==> src/hdl/bprf_pkg.sv <==
// Shared constants and types for the boot program request framer
package bprf_pkg;

	// ----------------------------------------
	// Register map (byte addresses)
	// ----------------------------------------
	localparam int          AXI_AW     = 8;
	localparam logic [7:0]  A_CTRL     = 8'h00;
	localparam logic [7:0]  A_STAT     = 8'h04;
	localparam logic [7:0]  A_LSA_LO   = 8'h08;
	localparam logic [7:0]  A_LSA_HI   = 8'h0c;
	localparam logic [7:0]  A_PHY_LO   = 8'h10;
	localparam logic [7:0]  A_PHY_HI   = 8'h14;
	localparam logic [7:0]  A_XLEN     = 8'h18;
	localparam logic [7:0]  A_SWID     = 8'h1c;
	localparam logic [7:0]  A_XDAT     = 8'h20;
	localparam int          C_BOOT     = 0;
	localparam int          C_PROC     = 1;
	localparam int          C_FUNC15   = 2;
	localparam int          C_RELEASE  = 3;
	localparam logic [47:0] PHY_RST    = 48'h0;
	localparam logic [47:0] LSA_RST    = 48'h0;
	localparam logic [1:0]  RESP_OK    = 2'h0;
	localparam logic [1:0]  RESP_ERR   = 2'h2;

	// ----------------------------------------
	// Frame field values
	// ----------------------------------------
	localparam logic [7:0]  TYPE_LO    = 8'h60;
	localparam logic [7:0]  TYPE_HI    = 8'h01;
	localparam logic [7:0]  FCODE      = 8'h08;
	localparam logic [7:0]  FMT_VER    = 8'h01;
	localparam logic [7:0]  PROG_TYPE  = 8'h00;
	localparam logic [7:0]  PROC_SYS   = 8'h00;
	localparam logic [7:0]  PROC_COMM  = 8'h01;
	localparam logic [7:0]  CTL_DEFLT  = 8'h00;
	localparam logic [7:0]  CTL_PEER   = 8'h01;
	localparam logic [7:0]  VER_T      = 8'h01;
	localparam logic [7:0]  VER_L      = 8'h03;
	localparam logic [7:0]  VER_V      = 8'h03;
	localparam logic [7:0]  FUNC_T     = 8'h02;
	localparam logic [7:0]  FUNC_L     = 8'h02;
	localparam logic [7:0]  FUNC_V1    = 8'h05;
	localparam logic [7:0]  FUNC_V1X   = 8'h15;
	localparam logic [7:0]  HWA_T      = 8'h07;
	localparam logic [7:0]  HWA_L      = 8'h06;
	localparam logic [7:0]  DEV_T      = 8'h64;
	localparam logic [7:0]  DEV_L      = 8'h01;
	localparam logic [7:0]  MIN_CNT    = 8'h1d;
	localparam logic [7:0]  MAX_CNT    = 8'haf;

	// ----------------------------------------
	// Field positions and lengths in bytes
	// ----------------------------------------
	localparam logic [7:0]  P_SRC      = 8'd6;
	localparam logic [7:0]  P_TYPE     = 8'd12;
	localparam logic [7:0]  P_CNT      = 8'd14;
	localparam logic [7:0]  P_CODE     = 8'd16;
	localparam logic [7:0]  P_DTYPE    = 8'd17;
	localparam logic [7:0]  P_FMT      = 8'd18;
	localparam logic [7:0]  P_PTYPE    = 8'd19;
	localparam logic [7:0]  P_PROC     = 8'd20;
	localparam logic [7:0]  P_VER      = 8'd21;
	localparam logic [7:0]  P_FUNC     = 8'd27;
	localparam logic [7:0]  P_HWA      = 8'd32;
	localparam logic [7:0]  P_DEV      = 8'd41;
	localparam logic [7:0]  P_SWID     = 8'd45;
	localparam logic [7:0]  P_XTRA     = 8'd46;
	localparam logic [7:0]  FIXED_CNT  = 8'd30;
	localparam logic [7:0]  MIN_FRAME  = 8'd60;
	localparam logic [1:0]  FCS_LAST   = 2'd3;

	typedef struct packed {
		logic [47:0] src;
		logic [7:0]  control;
		logic [7:0]  sw_id;
		logic [7:0]  processor;
	} bprf_boot_t;

	typedef enum logic [4:0] {
		S_IDLE  = 5'b00001,
		S_ASM   = 5'b00010,
		S_START = 5'b00100,
		S_SEND  = 5'b01000,
		S_FCS   = 5'b10000
	} bprf_state_t;

endpackage : bprf_pkg

==> src/hdl/bprf_sync.sv <==
// Two-stage synchroniser for a level arriving from outside the clock domain
module bprf_sync #(
	parameter int STAGES = 2
) (
	// Clock and reset
	input  wire logic aclk,
	input  wire logic aresetn,
	// Level in and out
	input  wire logic din,
	output logic      dout
);
	logic [STAGES-1:0] sr_q;

	if (STAGES < 2) begin : g_chk
		$error("bprf_sync needs at least two stages");
	end

	always_ff @(posedge aclk) begin
		if (!aresetn) begin
			sr_q <= '0;
		end else begin
			sr_q <= {sr_q[STAGES-2:0], din};
		end
	end

	assign dout = sr_q[STAGES-1];

endmodule : bprf_sync

==> src/hdl/bprf_crc32.sv <==
// Byte-wide frame check sequence generator, reflected form
module bprf_crc32 (
	// Clock and reset
	input  wire logic        aclk,
	input  wire logic        aresetn,
	// Control and data
	input  wire logic        clear,
	input  wire logic        en,
	input  wire logic [7:0]  data,
	output logic      [31:0] crc_q
);
	logic [31:0] crc_d;

	always_comb begin
		crc_d = crc_q ^ {24'h0, data};
		for (int i = 0; i < 8; i++) begin
			crc_d = crc_d[0] ? ((crc_d >> 1) ^ 32'hedb88320) : (crc_d >> 1);
		end
	end

	always_ff @(posedge aclk) begin
		if (!aresetn || clear) begin
			crc_q <= 32'hffffffff;
		end else if (en) begin
			crc_q <= crc_d;
		end
	end

endmodule : bprf_crc32

==> src/hdl/bprf_top.sv <==
// Boot program request framer with its register slave
//
// Overview of operation
// - System boot asserts halt line, blocks bus init
// - Copy boot software id into request
// - Control 1: destination is boot sender
// - Control 0: destination is stored server address
// - No server address stored: use multicast
// - Start loader only after frame assembled
// - Source field carries own station address
// - Type field sent as 60 then 01
// - Count low byte first, 1D to AF
// - Code 08, fixed version and program type
// - Device type byte follows code
// - Processor 00 system, 01 controller
// - Version parameter 01-00, 03, 03 00 00
// - Function parameter 02-00, 02, 05/15, 00
// - Hardware address parameter 07-00, 06, address
// - Device parameter 64-00, length, device code
// - Append host parameters, zero pad frame
// - Append four-byte frame check sequence
//
// The AXI4-Lite interface to the registers and the register offsets were chosen for this implementation.
module bprf_top
	import bprf_pkg::*;
#(
	parameter logic [7:0]  DEV_TYPE_CODE = 8'h2a,            // Arbitrary value
	parameter logic [7:0]  DEV_CODE      = 8'h2a,            // Arbitrary value
	parameter logic [47:0] MCAST_ADDR    = 48'h030000a5a500, // Arbitrary value
	parameter int          XTRA_MAX      = 145
) (
	// Clock and reset
	input  wire logic              aclk,
	input  wire logic              aresetn,
	// AXI4-Lite write
	input  wire logic [AXI_AW-1:0] awaddr,
	input  wire logic              awvalid,
	output logic                   awready,
	input  wire logic [31:0]       wdata,
	input  wire logic [3:0]        wstrb,
	input  wire logic              wvalid,
	output logic                   wready,
	output logic [1:0]             bresp,
	output logic                   bvalid,
	input  wire logic              bready,
	// AXI4-Lite read
	input  wire logic [AXI_AW-1:0] araddr,
	input  wire logic              arvalid,
	output logic                   arready,
	output logic [31:0]            rdata,
	output logic [1:0]             rresp,
	output logic                   rvalid,
	input  wire logic              rready,
	// Validated boot message
	input  wire bprf_boot_t        boot_msg,
	input  wire logic              boot_valid,
	// Host pins
	input  wire logic              host_init,
	output logic                   powerfail_halt_line,
	output logic                   init_to_core,
	// Transmit byte stream
	output logic [7:0]             tx_data,
	output logic                   tx_valid,
	output logic                   tx_last,
	input  wire logic              tx_ready,
	output logic                   loader_start
);
	localparam int FRAME_MAX = 16 + 30 + XTRA_MAX;

	if (XTRA_MAX < 1 || XTRA_MAX > int'(MAX_CNT - FIXED_CNT)) begin : g_chk
		$error("XTRA_MAX outside what the count field can carry");
	end

	// ----------------------------------------
	// Helpers
	// ----------------------------------------
	function automatic logic reg_ok(input logic [AXI_AW-1:0] a);
		case (a)
			A_CTRL, A_STAT, A_LSA_LO, A_LSA_HI, A_PHY_LO, A_PHY_HI,
			A_XLEN, A_SWID, A_XDAT: reg_ok = 1'b1;
			default: reg_ok = 1'b0;
		endcase
	endfunction : reg_ok

	function automatic logic [31:0] merge(input logic [31:0] o, input logic [31:0] n,
			input logic [3:0] s);
		merge = o;
		for (int b = 0; b < 4; b++) begin
			if (s[b]) begin
				merge[8*b +: 8] = n[8*b +: 8];
			end
		end
	endfunction : merge

	// First octet of an address sits in bits 47:40
	function automatic logic [7:0] octet(input logic [47:0] a, input logic [7:0] k);
		logic [47:0] s;
		s = a << (8 * k[2:0]);
		octet = s[47:40];
	endfunction : octet

	// ----------------------------------------
	// Register slave
	// ----------------------------------------
	logic              awready_q, wready_q, bvalid_q, arready_q, rvalid_q;
	logic [1:0]        bresp_q, rresp_q;
	logic [31:0]       rdata_q, wd_q;
	logic [3:0]        ws_q;
	logic [AXI_AW-1:0] wa_q;
	logic              wr_go;
	logic [47:0]       lsa_q, phy_q;
	logic              lsa_valid_q, proc_sel_q, func15_q, cmd_boot_q;
	logic [7:0]        xlen_q, swid_reg_q;
	logic [7:0]        xmem [XTRA_MAX];
	bprf_state_t       state_q;
	logic              halt_q;
	logic [7:0]        len_q;

	assign wr_go = !awready_q && !wready_q && !bvalid_q;

	always_ff @(posedge aclk) begin
		if (!aresetn) begin
			awready_q <= 1'b1;
			wready_q  <= 1'b1;
			bvalid_q  <= 1'b0;
			bresp_q   <= RESP_OK;
		end else begin
			if (awvalid && awready_q) begin
				awready_q <= 1'b0;
				wa_q      <= awaddr;
			end
			if (wvalid && wready_q) begin
				wready_q <= 1'b0;
				wd_q     <= wdata;
				ws_q     <= wstrb;
			end
			if (wr_go) begin
				bvalid_q <= 1'b1;
				bresp_q  <= reg_ok(wa_q) ? RESP_OK : RESP_ERR;
			end else if (bvalid_q && bready) begin
				bvalid_q  <= 1'b0;
				awready_q <= 1'b1;
				wready_q  <= 1'b1;
			end
		end
	end

	always_ff @(posedge aclk) begin
		if (!aresetn) begin
			lsa_q       <= LSA_RST;
			phy_q       <= PHY_RST;
			lsa_valid_q <= 1'b0;
			proc_sel_q  <= 1'b0;
			func15_q    <= 1'b0;
			cmd_boot_q  <= 1'b0;
			xlen_q      <= 8'h00;
			swid_reg_q  <= 8'h00;
		end else begin
			cmd_boot_q <= wr_go && wa_q == A_CTRL && ws_q[0] && wd_q[C_BOOT];
			if (wr_go) begin
				case (wa_q)
					A_CTRL: if (ws_q[0]) begin
						proc_sel_q <= wd_q[C_PROC];
						func15_q   <= wd_q[C_FUNC15];
					end
					A_LSA_LO: lsa_q[31:0] <= merge(lsa_q[31:0], wd_q, ws_q);
					A_LSA_HI: begin
						lsa_q[47:32] <= 16'(merge({16'h0, lsa_q[47:32]}, wd_q, ws_q));
						lsa_valid_q  <= 1'b1;
					end
					A_PHY_LO: phy_q[31:0] <= merge(phy_q[31:0], wd_q, ws_q);
					A_PHY_HI: phy_q[47:32] <= 16'(merge({16'h0, phy_q[47:32]}, wd_q, ws_q));
					A_XLEN: if (ws_q[0] && int'(wd_q[7:0]) <= XTRA_MAX) begin
						xlen_q <= wd_q[7:0];
					end
					A_SWID: if (ws_q[0]) begin
						swid_reg_q <= wd_q[7:0];
					end
					default: ;
				endcase
			end
		end
	end

	// Parameter bytes: index in bits 15:8, value in bits 7:0
	always_ff @(posedge aclk) begin
		if (wr_go && wa_q == A_XDAT && ws_q[0] && int'(wd_q[15:8]) < XTRA_MAX) begin
			xmem[wd_q[15:8]] <= wd_q[7:0];
		end
	end

	always_ff @(posedge aclk) begin
		if (!aresetn) begin
			arready_q <= 1'b1;
			rvalid_q  <= 1'b0;
			rdata_q   <= 32'h0;
			rresp_q   <= RESP_OK;
		end else if (arvalid && arready_q) begin
			arready_q <= 1'b0;
			rvalid_q  <= 1'b1;
			rresp_q   <= reg_ok(araddr) ? RESP_OK : RESP_ERR;
			case (araddr)
				A_CTRL:   rdata_q <= {28'h0, 1'b0, func15_q, proc_sel_q, 1'b0};
				A_STAT:   rdata_q <= {8'h0, len_q, 6'h0, lsa_valid_q, halt_q, 3'h0, state_q};
				A_LSA_LO: rdata_q <= lsa_q[31:0];
				A_LSA_HI: rdata_q <= {16'h0, lsa_q[47:32]};
				A_PHY_LO: rdata_q <= phy_q[31:0];
				A_PHY_HI: rdata_q <= {16'h0, phy_q[47:32]};
				A_XLEN:   rdata_q <= {24'h0, xlen_q};
				A_SWID:   rdata_q <= {24'h0, swid_reg_q};
				default:  rdata_q <= 32'h0;
			endcase
		end else if (rvalid_q && rready) begin
			rvalid_q  <= 1'b0;
			arready_q <= 1'b1;
		end
	end

	// ----------------------------------------
	// Host halt and bus init blocking
	// ----------------------------------------
	logic init_s, init_q, boot_take;

	bprf_sync #(.STAGES(2)) u_sync (
		.aclk    (aclk),
		.aresetn (aresetn),
		.din     (host_init),
		.dout    (init_s)
	);

	assign boot_take = boot_valid && state_q == S_IDLE;

	// Set wins over a release written in the same cycle
	always_ff @(posedge aclk) begin
		if (!aresetn) begin
			halt_q <= 1'b0;
		end else if (boot_take && boot_msg.processor == PROC_SYS) begin
			halt_q <= 1'b1;
		end else if (wr_go && wa_q == A_CTRL && ws_q[0] && wd_q[C_RELEASE]) begin
			halt_q <= 1'b0;
		end
	end

	always_ff @(posedge aclk) begin
		if (!aresetn) begin
			init_q <= 1'b0;
		end else begin
			init_q <= init_s && !halt_q;
		end
	end

	// ----------------------------------------
	// Frame assembly and transmit
	// ----------------------------------------
	logic [7:0]  idx_q, swid_q, proc_q, asm_byte, cnt;
	logic [47:0] dest_q;
	logic [1:0]  fcs_q;
	logic [7:0]  fmem [FRAME_MAX];
	logic [31:0] crc_val;
	logic        txv_q, txl_q, start_q, load;
	logic [7:0]  txd_q;

	// Sole extra-length source keeps the count inside 1D..AF
	assign cnt  = FIXED_CNT + xlen_q;
	assign load = (state_q == S_SEND || state_q == S_FCS) && (!txv_q || tx_ready);

	always_comb begin
		asm_byte = 8'h00;
		if (idx_q < P_SRC) begin
			asm_byte = octet(dest_q, idx_q);
		end else if (idx_q < P_TYPE) begin
			asm_byte = octet(phy_q, idx_q - P_SRC);
		end else if (idx_q >= 8'(P_HWA + 3) && idx_q < P_DEV) begin
			asm_byte = octet(phy_q, idx_q - 8'(P_HWA + 3));
		end else if (idx_q >= P_XTRA && idx_q < P_XTRA + xlen_q) begin
			asm_byte = xmem[idx_q - P_XTRA];
		end else begin
			case (idx_q)
				P_TYPE:          asm_byte = TYPE_LO;
				8'(P_TYPE + 1):  asm_byte = TYPE_HI;
				P_CNT:           asm_byte = cnt;
				P_CODE:          asm_byte = FCODE;
				P_DTYPE:         asm_byte = DEV_TYPE_CODE;
				P_FMT:           asm_byte = FMT_VER;
				P_PTYPE:         asm_byte = PROG_TYPE;
				P_PROC:          asm_byte = proc_q;
				P_VER:           asm_byte = VER_T;
				8'(P_VER + 2):   asm_byte = VER_L;
				8'(P_VER + 3):   asm_byte = VER_V;
				P_FUNC:          asm_byte = FUNC_T;
				8'(P_FUNC + 2):  asm_byte = FUNC_L;
				8'(P_FUNC + 3):  asm_byte = func15_q ? FUNC_V1X : FUNC_V1;
				P_HWA:           asm_byte = HWA_T;
				8'(P_HWA + 2):   asm_byte = HWA_L;
				P_DEV:           asm_byte = DEV_T;
				8'(P_DEV + 2):   asm_byte = DEV_L;
				8'(P_DEV + 3):   asm_byte = DEV_CODE;
				P_SWID:          asm_byte = swid_q;
				default:         asm_byte = 8'h00;
			endcase
		end
	end

	bprf_crc32 u_crc (
		.aclk    (aclk),
		.aresetn (aresetn),
		.clear   (state_q == S_IDLE),
		.en      (state_q == S_ASM),
		.data    (asm_byte),
		.crc_q   (crc_val)
	);

	// Boot requests that arrive while a frame is in progress are dropped
	always_ff @(posedge aclk) begin
		if (!aresetn) begin
			state_q <= S_IDLE;
			idx_q   <= 8'h00;
			len_q   <= 8'h00;
			fcs_q   <= 2'd0;
			dest_q  <= 48'h0;
			swid_q  <= 8'h00;
			proc_q  <= PROC_SYS;
			start_q <= 1'b0;
		end else begin
			start_q <= 1'b0;
			case (state_q)
				S_IDLE: if (boot_valid || cmd_boot_q) begin
					state_q <= S_ASM;
					idx_q   <= 8'h00;
					len_q   <= (P_XTRA + xlen_q > MIN_FRAME) ? P_XTRA + xlen_q : MIN_FRAME;
					if (boot_valid) begin
						swid_q <= boot_msg.sw_id;
						proc_q <= boot_msg.processor;
						if (boot_msg.control == CTL_PEER) begin
							dest_q <= boot_msg.src;
						end else begin
							dest_q <= lsa_valid_q ? lsa_q : MCAST_ADDR;
						end
					end else begin
						swid_q <= swid_reg_q;
						proc_q <= proc_sel_q ? PROC_COMM : PROC_SYS;
						dest_q <= lsa_valid_q ? lsa_q : MCAST_ADDR;
					end
				end
				S_ASM: begin
					fmem[idx_q] <= asm_byte;
					idx_q       <= idx_q + 8'd1;
					if (idx_q == len_q - 8'd1) begin
						state_q <= S_START;
					end
				end
				S_START: begin
					start_q <= 1'b1;
					idx_q   <= 8'h00;
					state_q <= S_SEND;
				end
				S_SEND: if (load) begin
					idx_q <= idx_q + 8'd1;
					if (idx_q == len_q - 8'd1) begin
						state_q <= S_FCS;
						fcs_q   <= 2'd0;
					end
				end
				S_FCS: if (load) begin
					fcs_q <= fcs_q + 2'd1;
					if (fcs_q == FCS_LAST) begin
						state_q <= S_IDLE;
					end
				end
				default: state_q <= S_IDLE;
			endcase
		end
	end

	always_ff @(posedge aclk) begin
		if (!aresetn) begin
			txv_q <= 1'b0;
			txl_q <= 1'b0;
			txd_q <= 8'h00;
		end else if (load) begin
			txv_q <= 1'b1;
			txl_q <= state_q == S_FCS && fcs_q == FCS_LAST;
			txd_q <= state_q == S_SEND ? fmem[idx_q] : ~crc_val[8*fcs_q +: 8];
		end else if (tx_ready) begin
			txv_q <= 1'b0;
			txl_q <= 1'b0;
		end
	end

	// ----------------------------------------
	// Outputs
	// ----------------------------------------
	assign awready = awready_q;
	assign wready  = wready_q;
	assign bvalid  = bvalid_q;
	assign bresp   = bresp_q;
	assign arready = arready_q;
	assign rvalid  = rvalid_q;
	assign rdata   = rdata_q;
	assign rresp   = rresp_q;
	assign powerfail_halt_line = halt_q;
	assign init_to_core = init_q;
	assign tx_data  = txd_q;
	assign tx_valid = txv_q;
	assign tx_last  = txl_q;
	assign loader_start = start_q;
endmodule : bprf_top

==> config.mk <==
export PLATFORM = sky130hd
export DESIGN_NAME = bprf_top
export DESIGN_NICKNAME = d
export VERILOG_FILES = /design/src/hdl/bprf_pkg.sv /design/src/hdl/bprf_sync.sv /design/src/hdl/bprf_crc32.sv /design/src/hdl/bprf_top.sv
export SDC_FILE = /design/constraint.sdc
export NUM_CORES = 2
export LEC_CHECK = 0
export BUFFER_PORTS_ARGS = -buffer_cell sky130_fd_sc_hd__buf_2
export CAP_MARGIN = 10
export CORE_MARGIN = 2
export CORE_UTILIZATION = 40
export CTS_BUF_LIST = sky130_fd_sc_hd__clkbuf_8
export DETAILED_ROUTE_END_ITERATION = 12
export PLACE_DENSITY = 0.61
export SLEW_MARGIN = 0
export SYNTH_ARGS = -nofsm -noshare
export SYNTH_HDL_FRONTEND = slang
export SYNTH_SLANG_ARGS = --single-unit
==> constraint.sdc <==
create_clock -name aclk -period 12.8 [get_ports aclk]
set_clock_uncertainty 0.05 [all_clocks]
set_input_delay 1.28 -clock aclk [delete_from_list [all_inputs] [get_ports aclk]]
set_output_delay 1.28 -clock aclk [all_outputs]
set_load 0.005 [all_outputs]
# Yosys cells after proc, flatten, opt, wreduce, memory -nomap -nowiden
# Memory sizes are Yosys's and may differ from the RTL's. A register that Yosys moved wholly into a read port is not among the register bits.
# Index checks and enable logic that the tools add are counted.
# Widths: inputs -> output; s select.
[totals]
mem_count = 2
inputBits = 134
output_inout_bits = 54
register_bits = 335
ram_bits = 2688
elab_cells = 265
[classes]
n_eq_ne = 49
magnitude_cmp = 9
shift = 4
addsub = 8
bitwise = 10
reduce_logical = 69
muxes = 70
[memory_table]
columns = ["name", "depth", "word_bits", "rd", "rd_ports_with_merged_regs", "wr", "line_no", "text"]
rows = [
  ["fmem", 191, 8, 1, 1, 1, "bprf_top.sv:258", "logic [7:0] fmem [FRAME_MAX];"],
  ["xmem", 145, 8, 1, 0, 1, "bprf_top.sv:114", "logic [7:0] xmem [XTRA_MAX];"],
]
[op_table]
columns = ["op", "count"]
rows = [
  ["$mux 32", 8],
  ["$pmux 32 s8", 1],
  ["$eq 8x5->1 const B", 18],
  ["$mux 48", 3],
  ["$shl 48x6->48", 3],
  ["$not 13->14", 8],
  ["$pmux 8 s13", 1],
  ["$mux 8", 12],
  ["$eq 8x6->1 const B", 8],
  ["$eq 8x4->1 const B", 7],
  ["$reduce_and 3->1", 16],
  ["$mux 5", 7],
  ["$pmux 8 s4", 1],
  ["$shiftx 32x6->8", 1],
  ["$xor 32x8->32", 1],
  ["$mux 1", 30],
  ["$pmux 5 s5", 1],
  ["$logic_not 8->1", 3],
  ["$logic_and 1x1->1", 22],
  ["$reduce_or 9->1", 2],
  ["$eq 8x3->1 const B", 2],
  ["$ge 8x6->1 const B", 2],
  ["$mux 2", 5],
  ["$reduce_bool 2->1", 5],
  ["other kinds (35)", 52],
]

# Depth between registers and ports, before layout
[depth]
ltp_word = 24
depth_mapped = 20
mapped_depth_nobuf = 18

# Modules after synthesis
# From an unflattened synthesis, not the netlist that was laid out.
[hier_totals]
cells_unflattened = 6624
area_unflattened_um2 = 121212.5
[by_module_without_submodules]
columns = ["mod", "n_inst", "seq_area_each_um2", "area_each_um2", "cells_per_inst"]
rows = [
  ["bprf_top", 1, 87303.7, 119249.4, 6418],
  ["bprf_crc32", 1, 640.6, 1910.6, 202],
  ["bprf_sync", 1, 40.0, 52.6, 4],
]

# Least setup slack after synthesis
# Ideal clock, no wire load.
[synth_path]
path_type = "register to register"
from = "register idx_q[0]"
to = "memory fmem[0][2] (data pin)"
synth_period_minus_slack_ns = 11.449
setup_time_ns = 1.616
required_ns = 11.134
arrival_time_ns = 9.783
setup_slack_ns = 1.351
n_path_buf = 5
stages_incl_launch_ff = 16
cell_sequence = "dfxtp_1 clkbuf_4 buf_8 buf_6 clkinv_1 buf_2 ha_1 clkbuf_1 o21bai_1 a21oi_1 a31oi_1 nor2_1 a221oi_1 o311ai_0 a41oi_1 nor3_1"
[synth_between]
elab_chain_len = 7
word_cells_on_any_way = 43
classes_between = "add/sub: 3; order compare: 6; eq/ne: 19; shift: 3; mux: 5; reduce/logical: 6; memory: 1"
[synth_lines]
columns = ["item", "line_no", "text"]
rows = [
  ["start: declaration", "bprf_top.sv:255", "logic [7:0] idx_q, swid_q, proc_q, asm_byte, cnt;"],
  ["start signal: assignment", "bprf_top.sv:347", "idx_q <= idx_q + 8'd1;"],
  ["start signal: assignment", "bprf_top.sv:358", "idx_q <= idx_q + 8'd1;"],
  ["parallel branches: the longest is 6 deep, another holds $sub 8x6->8", "--", ""],
  ["$mux 8 *", "bprf_top.sv:269", "if (idx_q < P_SRC) begin"],
  ["named net asm_byte[2]", "bprf_top.sv:255", ""],
  ["end: declaration", "bprf_top.sv:258", ""],
]
# Mark *: on every way through the listed nets, which the timed path passes.

# Worst setup path after layout
[layout_path]
from = "register idx_q[1]"
to = "register u_crc.crc_q[19]"
[layout_between]
word_cells_on_any_way = 59
classes_between = "add/sub: 3; order compare: 6; eq/ne: 19; shift: 3; mux: 13; bitwise: 8; reduce/logical: 6; memory: 1"
[layout_rtl]
columns = ["item", "line_no", "text"]
rows = [
  ["parallel branches: the longest is 6 deep, another holds $sub 8x6->8", "--", ""],
  ["$mux 8 *", "bprf_top.sv:269", ""],
  ["named net asm_byte[3]", "bprf_top.sv:255", ""],
  ["$xor 32x8->32 *", "bprf_crc32.sv:15", "crc_d = crc_q ^ {24'h0, data};"],
  ["$mux 32 * (5 in series)", "bprf_crc32.sv:17", "crc_d = crc_d[0] ? ((crc_d >> 1) ^ 32'hedb88320) : (crc_d >> 1);"],
  ["$not 13->14 (no source line)", "--", ""],
  ["$mux 32 *", "bprf_crc32.sv:17", ""],
  ["$not 13->14 (no source line)", "--", ""],
  ["$mux 32 *", "bprf_crc32.sv:17", ""],
  ["$not 13->14 (no source line)", "--", ""],
  ["$mux 32 *", "bprf_crc32.sv:17", ""],
  ["end signal: assignment", "bprf_crc32.sv:25", "crc_q <= crc_d;"],
  ["end: declaration", "bprf_crc32.sv:10", "output logic [31:0] crc_q"],
]
# Marks and branches as above.
# A chain may end at the register's enable or synchronous reset.

==> results.sh <==
export IMPL_slowest_stage="nor4_1"
export IMPL_portBuffers=185
export IMPL_relSlewSlack=0.145
export IMPL_slew_violations=0
export IMPL_coreArea_sq_mm=0.303
export IMPL_routedWlPerCell_um=28.7
export IMPL_antenna_found_initial=10
export IMPL_clkPwrFrac=0.372
export IMPL_crit_type="reg -> reg"
export IMPL_finish_utilization=0.447
export IMPL_seq_area_sq_mm=0.0880
export IMPL_rows=202
export IMPL_synth_edff_count=2732
export IMPL_status="finished, final reports clean"
export IMPL_multi_input_area_sq_mm=0.0319
export IMPL_die_w_um=556
export IMPL_synth_seq_area_share=0.721
export IMPL_yosysWarnings=0
export IMPL_cp_max_fo=89
export IMPL_fmax_ghz=0.145
export IMPL_finalWirelength_mm=321
export IMPL_drt_iter0_drc=7539
export IMPL_antenna_left=0
export IMPL_startpoint_type="register"
export IMPL_syn_instance_count=6470
export IMPL_netSwitchingPower_uw=4650
export IMPL_initial_core_util=0.402
export IMPL_ys_flop_type="edfxtp_1"
export IMPL_die_area_sq_mm=0.309
export IMPL_min_period_ns=6.87
export IMPL_tns_ns=0
export IMPL_p_int_uw=15200
export IMPL_hold_viol=0
export IMPL_cts_resized=0
export IMPL_vias_per_cell=5.76
export IMPL_syn_to_final_growth_pct=11.0
export IMPL_power_per_cell_area_mw_per_mm2=146
export IMPL_ir_drop_v=0.000108
export IMPL_use_met2=0.326
export IMPL_gp_congestion=0.890
export IMPL_ctsHoldBuffers=0
export IMPL_reg2reg_depth=17
export IMPL_hold_end="wd_q[31]$_DFFE_PP_"
export IMPL_avgSynthCellArea_sq_um=18.9
export IMPL_hold_depth=1
export IMPL_cts_max_path_buffers=4
export IMPL_rr_startpoint="idx_q[1]$_SDFFE_PN0P_"
export IMPL_grt_overflow=0
export IMPL_cts_setup_buffers=0
export IMPL_grt_util_all_layers=0.203
export IMPL_r2r_end="u_crc.crc_q[19]$_SDFFE_PP1P_"
export IMPL_cts_buffers_inserted=464
export IMPL_fillers=25800
export IMPL_drv_cap=0
export IMPL_drt_first_pass_iters=6
export IMPL_synth_async_sr_flop_share=0
export IMPL_met1_usage=0.279
export IMPL_worstPathCellList="buf_12, inv_1, ha_4, nand2b_2, buf_4, o221ai_1, o22ai_1, nor4_1, nor4_1, a211oi_1, o31a_2, buf_4, xnor2_4, xnor2_4, xor2_4, xnor3_1, a21oi_1"
export IMPL_clock_latency_ns=1.08
export IMPL_hp_start="wdata[31]"
export IMPL_p_leak_uw=0.0426
export IMPL_grt_max_degree=208
export IMPL_nNetsFinal=6975
export IMPL_ys_types=97
export IMPL_clk_pin_slew_ns=0.07
export IMPL_worstPathArrival_ns=7.82
export IMPL_use_met3=0.0366
export IMPL_critPathRequiredTime_ns=13.74
export IMPL_layout_drive_gt1_share=0.240
export IMPL_reg2reg_slack_ns=5.93
export IMPL_fp_dieH_um=556
export IMPL_first_global_vias=64400
export IMPL_fin_crit_sh=0.537
export IMPL_cts_sinks=3029
export IMPL_place_hpwl_mm=197
export IMPL_comb_power_share=0.074
export IMPL_cpPeakStageDelay_ns=0.81
export IMPL_rsz0062_at_grt="no"
export IMPL_cts_root_buf="clkbuf_8"
export IMPL_htree_num_levels=5
export IMPL_drc_errors=0
export IMPL_ioPinCount=188
export IMPL_synth_area_sq_mm=0.122
export IMPL_setup_viol=0
export IMPL_cts_tree="done"
export IMPL_vias=64400
export IMPL_end_kind="register"
export IMPL_busiest_layer="met2"
export IMPL_seq_power_share=0.554
export IMPL_grt_pass1_wl_mm=460
export IMPL_tightest_slew_ns=1.28
export IMPL_swShare=0.235
export IMPL_worstHoldPathType="in -> reg"
export IMPL_synth_seq_cells=3029
==> power groups by stage <==
| stage | sequential, uW | combinational, uW | clock [uW] |
|---|---|---|---|
| 2_1_floorplan | 11200 | 1060 | 0 |
| 3_3_place_gp | 11200 | 1460 | 0 |
| 3_5_place_dp | 11200 | 1490 | 0 |
| 4_1_cts | 11000 | 1490 | 7510 |
| 5_1_grt | 11000 | 1570 | 7910 |
| 6_report | 11000 | 1470 | 7380 |
==> state kept, by name, indices dropped and copies added (netlist names), 32 cells and up, named ones only <==
signal / cells
rdata: 32
u_crc.crc_q: 32
dest_q: 48
phy_q: 48
xmem: 1160
lsa_q: 48
wd_q: 32
fmem: 1528
==> worst max-delay path by stage <==
stage,start,to,depth (start not counted)
detailed placement,idx_q[1]$_SDFFE_PN0P_,u_crc.crc_q[19]$_SDFFE_PP1P_,17
CTS,idx_q[1]$_SDFFE_PN0P_,u_crc.crc_q[19]$_SDFFE_PP1P_,17
finish,idx_q[1]$_SDFFE_PN0P_,u_crc.crc_q[19]$_SDFFE_PP1P_,17
global route,idx_q[0]$_SDFFE_PN0P_,u_crc.crc_q[18]$_SDFFE_PP1P_,16
global placement,idx_q[1]$_SDFFE_PN0P_,u_crc.crc_q[19]$_SDFFE_PP1P_,17
floorplan,idx_q[0]$_SDFFE_PN0P_,fmem[0][2]$_DFFE_PP_,15
==> worst max-delay path: cells and delay by family, from the launching register on <==
kind | cells | cell delay [ns]
AND/OR/NAND/NOR | 3 | 1.15
XOR/XNOR | 4 | 1.27
buffers and inverters | 4 | 1.66
AO/OA/AOI/OAI | 5 | 1.21
flip-flops | 1 | 0.63
adder cells (fa/ha/maj) | 1 | 0.77
==> metal layers <==
| metal | part of all wire | up-vias |
|---|---|---|
| li1 | - | 27000 |
| met1 | 0.41 | 33900 |
| met2 | 0.48 | 2915 |
| met3 | 0.074 | 638 |
| met4 | 0.038 | 0 |
| met5 | 0 | - |
==> synthesized netlist by cell type, types with 56 or more instances <==
library cell / number / area share
mux4_2: 791 / 0.15
dfxtp_1: 297 / 0.049
nor3_1: 73 / 0.0030
mux2i_1: 234 / 0.019
nor2b_1: 129 / 0.0066
a21oi_1: 114 / 0.0047
o21ai_0: 71 / 0.0029
edfxtp_1: 2732 / 0.67
nand3_1: 149 / 0.0061
buf_1: 56 / 0.0017
nand2_1: 352 / 0.011
clkbuf_1: 250 / 0.0077
nor2_1: 420 / 0.013
==> per-stage QoR <==
stage | hold slack, ns | setup WS [ns] | instance area [sq um] | power, uW | cells
6_report | 0.332 | 5.93 | 135000 | 19800 | 11200
5_1_grt | 0.275 | 5.58 | 135000 | 20500 | 11200
4_1_cts | 0.243 | 5.79 | 135000 | 20000 | 11200
3_5_place_dp | 0.373 | 5.79 | 127000 | 12700 | 10300
3_3_place_gp | 0.366 | 5.86 | 127000 | 12600 | 10300
2_1_floorplan | 0.354 | 1.35 | 122000 | 12300 | 6471
==> cell type report <==
| class | count | area share |
|---|---|---|
| clock inverters | 352 | 0.0126 |
| diodes | 4 | 0.0000739 |
| well taps | 3978 | 0.0368 |
| flip-flops and latches | 3029 | 0.650 |
| inverters | 26 | 0.000758 |
| repair buffers | 303 | 0.0146 |
| multi-input cells | 3003 | 0.236 |
| clock buffers | 483 | 0.0491 |
==> kinds of logic after synthesis <==
family	synth area share
DFF	0.721
buffers and inverters	0.0179
muxes	0.167
AOI/OAI and AO/OA	0.0353
other	0.0000307
xor gates and xnor gates	0.00953
and+or+nand+nor	0.0470
adders and majority gates	0.00144
==> layout by cell type, fill, tap and decap left out, types with 30 or more instances in the layout <==
| cell | n |
|---|---|
| a21boi_0 | 55 |
| a21oi_1 | 114 |
| a22oi_1 | 33 |
| and2_1 | 30 |
| buf_2 | 184 |
| buf_4 | 105 |
| clkbuf_8 | 483 |
| clkinv_1 | 120 |
| clkinv_2 | 36 |
| dfxtp_1 | 290 |
| edfxtp_1 | 2732 |
| inv_1 | 190 |
| mux2i_1 | 234 |
| mux4_2 | 791 |
| nand2_1 | 352 |
| nand3_1 | 146 |
| nor2_1 | 418 |
| nor2b_1 | 129 |
| nor3_1 | 69 |
| o211a_1 | 48 |
| o211ai_1 | 43 |
| o21ai_0 | 71 |
| o221ai_1 | 40 |
| xnor2_1 | 49 |
(Power assumes the default switching activity.)
